===== src/include/lct_pkg.sv =====
// package of constants and types for the logic cell with timer stage
package lct_pkg;
    // block-selection tens digit: logic function
    localparam logic [7:0] SEL_XOR_BASE  = 8'h28;   // code 40
    localparam logic [7:0] SEL_SETP_BASE = 8'h32;   // code 50
    localparam logic [7:0] SEL_RSTP_BASE = 8'h3c;   // code 60
    localparam logic [7:0] SEL_SPAN      = 8'h0a;   // ten codes per family
    // units digit: timer stage
    localparam logic [3:0] STG_THROUGH   = 4'h0;
    localparam logic [3:0] STG_ON_DELAY  = 4'h1;
    localparam logic [3:0] STG_OFF_DELAY = 4'h2;
    localparam logic [3:0] STG_SINGLE    = 4'h3;
    localparam logic [3:0] STG_RESTART   = 4'h4;
    localparam logic [3:0] STG_TRAIN     = 4'h5;
    // reset values
    localparam logic       RST_LEVEL     = 1'b0;
    // default width and timebase divider
    localparam int         PERIOD_W_DEF  = 16;
    localparam int         TICK_DIV_DEF  = 20000;  // 1 ms timebase at 20 MHz
    // logic function selector
    typedef enum logic [1:0] {
        LCT_FN_XOR  = 2'b00,
        LCT_FN_SETP = 2'b01,
        LCT_FN_RSTP = 2'b10,
        LCT_FN_NONE = 2'b11
    } lct_fn_e;
endpackage


===== src/core/lct_cell.sv =====
// logic cell: xor or set/reset flip-flop followed by a selectable timer stage
`timescale 1ns/1ps
// Notes on behaviour
// - code 40: output is plain xor of inputs
// - on-delay: high after period, low at once
// - off-delay: high at once, low after period
// - single pulse of period length on rise
// - restartable pulse: new rise restarts full period
// - pulse train: alternate high/low periods while high
// - codes 50-55: set wins when both asserted
// - codes 60-65: reset wins when both asserted
// - through stage follows logic result directly
module lct_cell #(
    parameter int PERIOD_W = lct_pkg::PERIOD_W_DEF,   // timer period width
    parameter int TICK_DIV = lct_pkg::TICK_DIV_DEF    // clocks per timebase tick
) (
    input  wire logic                sys_clk,      // 20 MHz system clock
    input  wire logic                resetn,       // async reset, active low
    input  wire logic                sync_clr,     // synchronous clear, same domain
    input  wire logic [7:0]          block_sel,    // block-selection code
    input  wire logic [PERIOD_W-1:0] period_ticks, // timer period in ticks
    input  wire logic                in_a,         // first input, or set
    input  wire logic                in_b,         // second input, or reset
    output logic                     cell_out      // cell output, from a flop
);

    // ---- code decode: tens digit and units digit
    // true when the code lies among the ten codes that start at base
    function automatic logic in_family(input logic [7:0] code, input logic [7:0] base);
        in_family = (code >= base) && (code < 8'(base + lct_pkg::SEL_SPAN));
    endfunction
    // one decode per family, so the three ranges cannot drift apart
    wire logic    in_xor  = in_family(block_sel, lct_pkg::SEL_XOR_BASE);
    wire logic    in_setp = in_family(block_sel, lct_pkg::SEL_SETP_BASE);
    wire logic    in_rstp = in_family(block_sel, lct_pkg::SEL_RSTP_BASE);
    wire lct_pkg::lct_fn_e fn_sel = in_xor  ? lct_pkg::LCT_FN_XOR  :
                                    in_setp ? lct_pkg::LCT_FN_SETP :
                                    in_rstp ? lct_pkg::LCT_FN_RSTP : lct_pkg::LCT_FN_NONE;
    wire logic [7:0] base  = in_xor  ? lct_pkg::SEL_XOR_BASE  :
                             in_setp ? lct_pkg::SEL_SETP_BASE : lct_pkg::SEL_RSTP_BASE;
    wire logic [7:0] unit8 = block_sel - base;
    wire logic [3:0] stage = unit8[3:0];   // units digit; 6..9 behave as through

    // ---- flip-flop state of the set/reset functions
    logic sr_ff;       // stored flip-flop state
    logic nxt_sr;
    // set-priority and reset-priority differ only when both inputs are high
    assign nxt_sr = (fn_sel == lct_pkg::LCT_FN_SETP) ? (in_a | (sr_ff & ~in_b)) :
                    (fn_sel == lct_pkg::LCT_FN_RSTP) ? (~in_b & (in_a | sr_ff)) :
                    sr_ff;

    always_ff @(posedge sys_clk or negedge resetn) begin
        if (!resetn) begin
            sr_ff <= lct_pkg::RST_LEVEL;
        end else if (sync_clr) begin
            sr_ff <= lct_pkg::RST_LEVEL;
        end else begin
            sr_ff <= nxt_sr;
        end
    end

    // stage input is the selected function result; xor is combinational
    wire logic fn_res = (fn_sel == lct_pkg::LCT_FN_XOR) ? (in_a ^ in_b) :
                        (fn_sel == lct_pkg::LCT_FN_NONE) ? 1'b0 : nxt_sr;

    // ---- timebase: one tick every TICK_DIV clocks
    localparam int DIV_W = $clog2(TICK_DIV + 1);
    logic [DIV_W-1:0] div_ff;   // tick prescaler
    wire  logic       tick = (div_ff == DIV_W'(TICK_DIV - 1));

    always_ff @(posedge sys_clk or negedge resetn) begin
        if (!resetn) begin
            div_ff <= '0;
        end else begin
            div_ff <= (tick || sync_clr) ? '0 : div_ff + 1'b1;
        end
    end

    // ---- timer stage
    logic                in_d_ff;   // previous stage input for edge detect
    logic [PERIOD_W-1:0] cnt_ff;    // ticks elapsed in current interval
    logic                run_ff;    // timer running
    logic                nxt_out;
    logic                nxt_run;
    logic [PERIOD_W-1:0] nxt_cnt;
    wire  logic rise   = fn_res & ~in_d_ff;
    wire  logic fall   = ~fn_res & in_d_ff;
    // the period has elapsed when the count reaches the programmed value;
    // a period of zero ends on the first tick rather than never
    wire  logic expire = run_ff && tick && (cnt_ff + 1'b1 >= period_ticks);
    wire  logic [PERIOD_W-1:0] cnt_inc = tick ? cnt_ff + 1'b1 : cnt_ff;

    // next state of the timer and output per stage mode
    always_comb begin
        nxt_out = cell_out;
        nxt_run = run_ff;
        nxt_cnt = cnt_inc;
        unique case (stage)
            lct_pkg::STG_ON_DELAY: begin
                if (!fn_res) begin
                    nxt_out = 1'b0;
                    nxt_run = 1'b0;
                    nxt_cnt = '0;
                end else if (rise) begin
                    nxt_run = 1'b1;
                    nxt_cnt = '0;
                end else if (expire) begin
                    nxt_out = 1'b1;
                    nxt_run = 1'b0;
                end
            end
            lct_pkg::STG_OFF_DELAY: begin
                if (fn_res) begin
                    nxt_out = 1'b1;
                    nxt_run = 1'b0;
                    nxt_cnt = '0;
                end else if (fall) begin
                    nxt_run = 1'b1;
                    nxt_cnt = '0;
                end else if (expire) begin
                    nxt_out = 1'b0;
                    nxt_run = 1'b0;
                end
            end
            lct_pkg::STG_SINGLE: begin
                // a rise during the pulse is ignored
                if (rise && !run_ff) begin
                    nxt_out = 1'b1;
                    nxt_run = 1'b1;
                    nxt_cnt = '0;
                end else if (expire) begin
                    nxt_out = 1'b0;
                    nxt_run = 1'b0;
                end
            end
            lct_pkg::STG_RESTART: begin
                if (rise) begin
                    nxt_out = 1'b1;
                    nxt_run = 1'b1;
                    nxt_cnt = '0;
                end else if (expire) begin
                    nxt_out = 1'b0;
                    nxt_run = 1'b0;
                end
            end
            lct_pkg::STG_TRAIN: begin
                if (!fn_res) begin
                    nxt_out = 1'b0;
                    nxt_run = 1'b0;
                    nxt_cnt = '0;
                end else if (rise) begin
                    nxt_out = 1'b1;
                    nxt_run = 1'b1;
                    nxt_cnt = '0;
                end else if (expire) begin
                    nxt_out = ~cell_out;
                    nxt_cnt = '0;
                end
            end
            default: begin
                nxt_out = fn_res;
                nxt_run = 1'b0;
                nxt_cnt = '0;
            end
        endcase
    end

    // output and timer registers; output follows with one flop of latency
    always_ff @(posedge sys_clk or negedge resetn) begin
        if (!resetn) begin
            in_d_ff  <= lct_pkg::RST_LEVEL;
            cnt_ff   <= '0;
            run_ff   <= lct_pkg::RST_LEVEL;
            cell_out <= lct_pkg::RST_LEVEL;
        end else if (sync_clr) begin
            in_d_ff  <= lct_pkg::RST_LEVEL;
            cnt_ff   <= '0;
            run_ff   <= lct_pkg::RST_LEVEL;
            cell_out <= lct_pkg::RST_LEVEL;
        end else begin
            in_d_ff  <= fn_res;
            cnt_ff   <= nxt_cnt;
            run_ff   <= nxt_run;
            cell_out <= nxt_out;
        end
    end
endmodule // lct_cell


===== config.mk =====
export PLATFORM = sky130hd
export DESIGN_NAME = lct_cell
export DESIGN_NICKNAME = d
export VERILOG_FILES = /design/src/include/lct_pkg.sv /design/src/core/lct_cell.sv
export SDC_FILE = /design/constraint.sdc
export NUM_CORES = 1
export LEC_CHECK = 0
export BUFFER_PORTS_ARGS = -buffer_cell sky130_fd_sc_hd__buf_2
export CAP_MARGIN = 25
export CORE_MARGIN = 3
export CORE_UTILIZATION = 30
export CTS_CLUSTER_SIZE = 28
export DETAILED_ROUTE_END_ITERATION = 10
export SYNTH_ARGS = -nofsm -noshare
export SYNTH_HDL_FRONTEND = slang
export SYNTH_SLANG_ARGS = --single-unit

===== constraint.sdc =====
create_clock -name sys_clk -period 10.1 [get_ports sys_clk]
set_clock_uncertainty 0.1 [all_clocks]
set_input_delay 1.01 -clock sys_clk [delete_from_list [all_inputs] [get_ports sys_clk]]
set_output_delay 1.01 -clock sys_clk [all_outputs]
set_load 0.02 [all_outputs]

==> results.md <==
- Kind of end point of the critical path: flip-flop
- Count of nets left with antenna violations after detail routing: 0
- Mean Syn Cell Area: ~8.5 sq um
- Critical-path maximum fanout: 16
- Number of stages on the worst hold path: 1
- TritonCTS clock tree: built
- I/O pin count: 30
- Library cell with the highest instance count after synthesis: sky130_fd_sc_hd__nor2_1
- Cell count of the worst reg-to-reg path: 15
- Final period demand of the worst path: ~4.1 ns
- Critical register-to-register path startpoint: cnt_ff[0]
- GRT Residual Overflow: 0
- Fraction of power consumed by sequential logic: 0.499
- Start-to-end type of the worst setup path: flip-flop to flip-flop
- Max-capacitance violation count: 0
- Vias per std cell: between 4 and 5
- Number of buffers added for setup after CTS: 0
- Largest net degree at the start of global routing: 36
- Static Leak: 1.38 nW
- Area inside the core boundary: ~0.0089 sq mm
- Share of synthesized area occupied by flip-flops and latches: 0.314
- Worst-path clk slew: 0.07 ns
- Worst path required time: 10.20 ns
- Capture instance of the worst register-to-register path: cnt_ff[4]
- Total net switching power: 0.0763 mW
- Area growth from synthesis to layout: 11.9%
- Remaining DRCs: 0
- Cell depth of the worst setup path: 15
- First-pass iteration count of the detailed router: 4
- Start point of the worst hold path: div_ff[0]
- Post-synthesis async set-or-reset flop share: 1.00
- Clock power share: 0.358
- Register-to-register path setup slack: between 6 and 7 ns
- Antenna diode count: 0
- Number of endpoints failing setup at the final stage: 0
- Least-Margin Pin Slew: between 0.8 and 0.9 ns
- Synth Warn #: 0
- Root Buffer: sky130_fd_sc_hd__clkbuf_8
- Crit path buffers/inverters: 0
- Post-synth top area share: 0.314
- Number of instances resized during post-cts repair: 0
- Power share of the combinational group: 0.143
- Crit path cell chain: ha_1, nand3_1, nor3_1, and3_1, nand3_1, nor2_1, xor2_1, ha_1, nand2_1, o21ai_0, nor3_1, a2111oi_2, a221o_1, o22a_4, nor3_1
- Net Sw Frac: 0.267
- Pwr per Cell Area: between 90 and 100 mW/mm^2
- Synthesized cell area: approximately 0.0028 sq mm
- Layout Cell Area excl Fill: 0.00312 sq mm
- Count of distinct cell types in the synthesized netlist: 52
- Worst slew margin: 0.403
- Count of flip-flops with a built-in enable after synthesis: 0
- Fill cell count: around 900
- Initial core utilization: 0.313
- Hold Fails Final Rpt: 0
- Power after layout: 0.286 mW
- Largest cells by area after synthesis: sky130_fd_sc_hd__dfrtp_1 31%, sky130_fd_sc_hd__ha_1 8.5%, sky130_fd_sc_hd__xor2_1 8.2%
- Maximum cell stage delay along the critical path: ~0.42 ns
- Number of H-tree levels: 2
- Number of hold-repair buffers added at the cts stage: 0
- Largest area contributor in the netlist: sky130_fd_sc_hd__dfrtp_1
- Vertical extent of the die: around 100 um
- Share of the cycle needed by the critical path after routing: 0.402
- Global router's overall resource usage: 0.112
- Kind of start point of the critical path: flip-flop
- Die span in x: 102 um
- DR iter-0 viols: between 100 and 150
- Routed wire per std cell: around 12 um
- Critical path's top delay family: simple AND/OR/NAND/NOR gates
- P_int: 0.210 mW
- Placed Instance Area: ~0.003 sq mm
- Count of standard-cell rows: 34
- WP data arrival: between 4 and 5 ns
- Number of buffers inserted during clock tree synthesis: 5
- Run status: complete, no violations
- Worst Hold Path EP: div_ff[0]
- Final wirelength: 5600 um
- Max clock buf depth: 2
- Instance count of the mapped netlist: approximately 330
- Total number of vias: about 2,300
- Unrepaired setup endpoints after global routing: no
- Post-DP HPWL: 4270 um
- Clock insertion delay at the later pin of the skew report: around 0.28 ns
- Count of port buffers added during placement: 29
- Maximum frequency from static timing analysis: roughly 250 MHz
- Most frequent cell on the critical path: sky130_fd_sc_hd__nor3_1
- Largest vdd supply drop: 0.0381 mV
- List of most frequent post-synthesis cells: 40 x sky130_fd_sc_hd__nor2_1, 35 x sky130_fd_sc_hd__dfrtp_1, 35 x sky130_fd_sc_hd__nand2_1
- Wire length of the first global-routing pass: about 9600 um
- Final slew viol count: 0
- Final setup TNS: 0 ns
- Number of nets in the synthesized netlist: approximately 380
- Via count of the first global-routing pass: approximately 2,100
- Most used flip-flop cell after synthesis: sky130_fd_sc_hd__dfrtp_1
- Ratio of cells with drive above 1 in the final layout: 0.158
- Area enclosed by the die boundary: 0.0105 sq mm
- TritonCTS Sinks: 35
- Worst hold path class: flip-flop to flip-flop
- Number of antenna violations at the first check in global routing: 0
- Flip-flop and latch count after synthesis: 35
- Worst-path cell with the longest stage delay: sky130_fd_sc_hd__nor3_1
- Routability cong.: 0.863
- Total number of nets in the final design: between 400 and 500
==> area by class of cell <==
| cell class | instances | area [sq um] | share of cell area |
|---|---|---|---|
| clock buffer | 6 | 82.6 | 0.0265 |
| clock inverter | 1 | 5.00 | 0.00161 |
| inverter | 23 | 86.3 | 0.0277 |
| multi-input combinational | 259 | 1780 | 0.571 |
| sequential | 35 | 876 | 0.281 |
| tap | 108 | 135 | 0.0433 |
| timing repair buffer | 30 | 153 | 0.0490 |
==> logic make-up (layout without fill, tap and decap cells) <==
group | count (synthesis) | in the layout | share of synthesized area
AND/OR/NAND/NOR | 145 | 145 | 0.272
AO/OA/AOI/OAI | 49 | 49 | 0.132
XOR/XNOR | 43 | 43 | 0.135
flip-flops | 35 | 35 | 0.314
buffers and inverters | 32 | 60 | 0.0467
adder cells (fa/ha/maj) | 20 | 20 | 0.0925
multiplexers | 2 | 2 | 0.00718
==> power groups by stage <==
stage	logic, mW	registers [mW]	clock network [mW]
floorplan	0.0276	0.145	0
global placement	0.0409	0.145	0
detailed placement	0.0415	0.145	0
CTS	0.0417	0.142	0.109
global route	0.0467	0.143	0.111
finish	0.0410	0.143	0.102
==> cell usage in the layout (no fill, tap or decap), types with 2 or more instances in the layout <==
master                      instances
sky130_fd_sc_hd__inv_1             23
sky130_fd_sc_hd__nor3_1            13
sky130_fd_sc_hd__nor3_2            10
sky130_fd_sc_hd__a311oi_1           3
sky130_fd_sc_hd__mux2i_1            2
sky130_fd_sc_hd__nor3b_1            2
sky130_fd_sc_hd__a211oi_1           2
sky130_fd_sc_hd__o22ai_1            2
sky130_fd_sc_hd__dfrtp_1           35
sky130_fd_sc_hd__nand2_1           35
sky130_fd_sc_hd__o211ai_1           3
sky130_fd_sc_hd__or4_1              4
sky130_fd_sc_hd__nor2_1            40
sky130_fd_sc_hd__clkbuf_8           6
sky130_fd_sc_hd__o31a_1             3
sky130_fd_sc_hd__and3_1             8
sky130_fd_sc_hd__buf_2             29
sky130_fd_sc_hd__xnor2_1           17
sky130_fd_sc_hd__ha_1              19
sky130_fd_sc_hd__nand4_1            5
sky130_fd_sc_hd__a21oi_1           11
sky130_fd_sc_hd__nand3_1           14
sky130_fd_sc_hd__o21ai_0           10
sky130_fd_sc_hd__a2111oi_2          2
sky130_fd_sc_hd__xor2_1            26
sky130_fd_sc_hd__or3_1              4
==> per-layer routing <==
metal / wire, um / GRT usage
met3: 208 / 0.0259
met4: 45 / 0.0242
met1: 2830 / 0.153
met2: 2510 / 0.180
met5: 0 / 0
==> through the flow <==
step / std cells / hold slack (ns) / util / setup WS (ns)
after floorplan: 326 / 0.355 / - / 6.46
after global placement: 454 / 0.381 / 0.340 / 6.11
after detailed placement: 454 / 0.384 / 0.340 / 6.02
after CTS: 461 / 0.394 / 0.350 / 6.00
after global routing: 462 / 0.422 / 0.351 / 5.67
final: 462 / 0.387 / 0.351 / 6.04
==> flip-flops by register name, summed over array words and instances, names as in the netlist <==
register and count:
sr_ff 1, div_ff 15, cell_out 1, in_d_ff 1, cnt_ff 16, run_ff 1
==> worst max path at each step <==
stage / from / end
finish: cnt_ff[0] / cnt_ff[4]
global route: cnt_ff[0] / cnt_ff[3]
CTS: cnt_ff[0] / cnt_ff[4]
detailed placement: cnt_ff[0] / cnt_ff[4]
global placement: cnt_ff[0] / cnt_ff[1]
floorplan: cnt_ff[0] / cnt_ff[10]
==> worst reg2reg max path, stage by stage, from the launching register on <==
cell	delay, ns
sky130_fd_sc_hd__dfrtp_1	0.41
sky130_fd_sc_hd__ha_1	0.22
sky130_fd_sc_hd__nand3_1	0.18
sky130_fd_sc_hd__nor3_1	0.36
sky130_fd_sc_hd__and3_1	0.26
sky130_fd_sc_hd__nand3_1	0.18
sky130_fd_sc_hd__nor2_1	0.17
sky130_fd_sc_hd__xor2_1	0.16
sky130_fd_sc_hd__ha_1	0.25
sky130_fd_sc_hd__nand2_1	0.09
sky130_fd_sc_hd__o21ai_0	0.12
sky130_fd_sc_hd__nor3_1	0.42
sky130_fd_sc_hd__a2111oi_2	0.16
sky130_fd_sc_hd__a221o_1	0.41
sky130_fd_sc_hd__o22a_4	0.30
sky130_fd_sc_hd__nor3_1	0.20
Power figures use the tool's default switching activity.
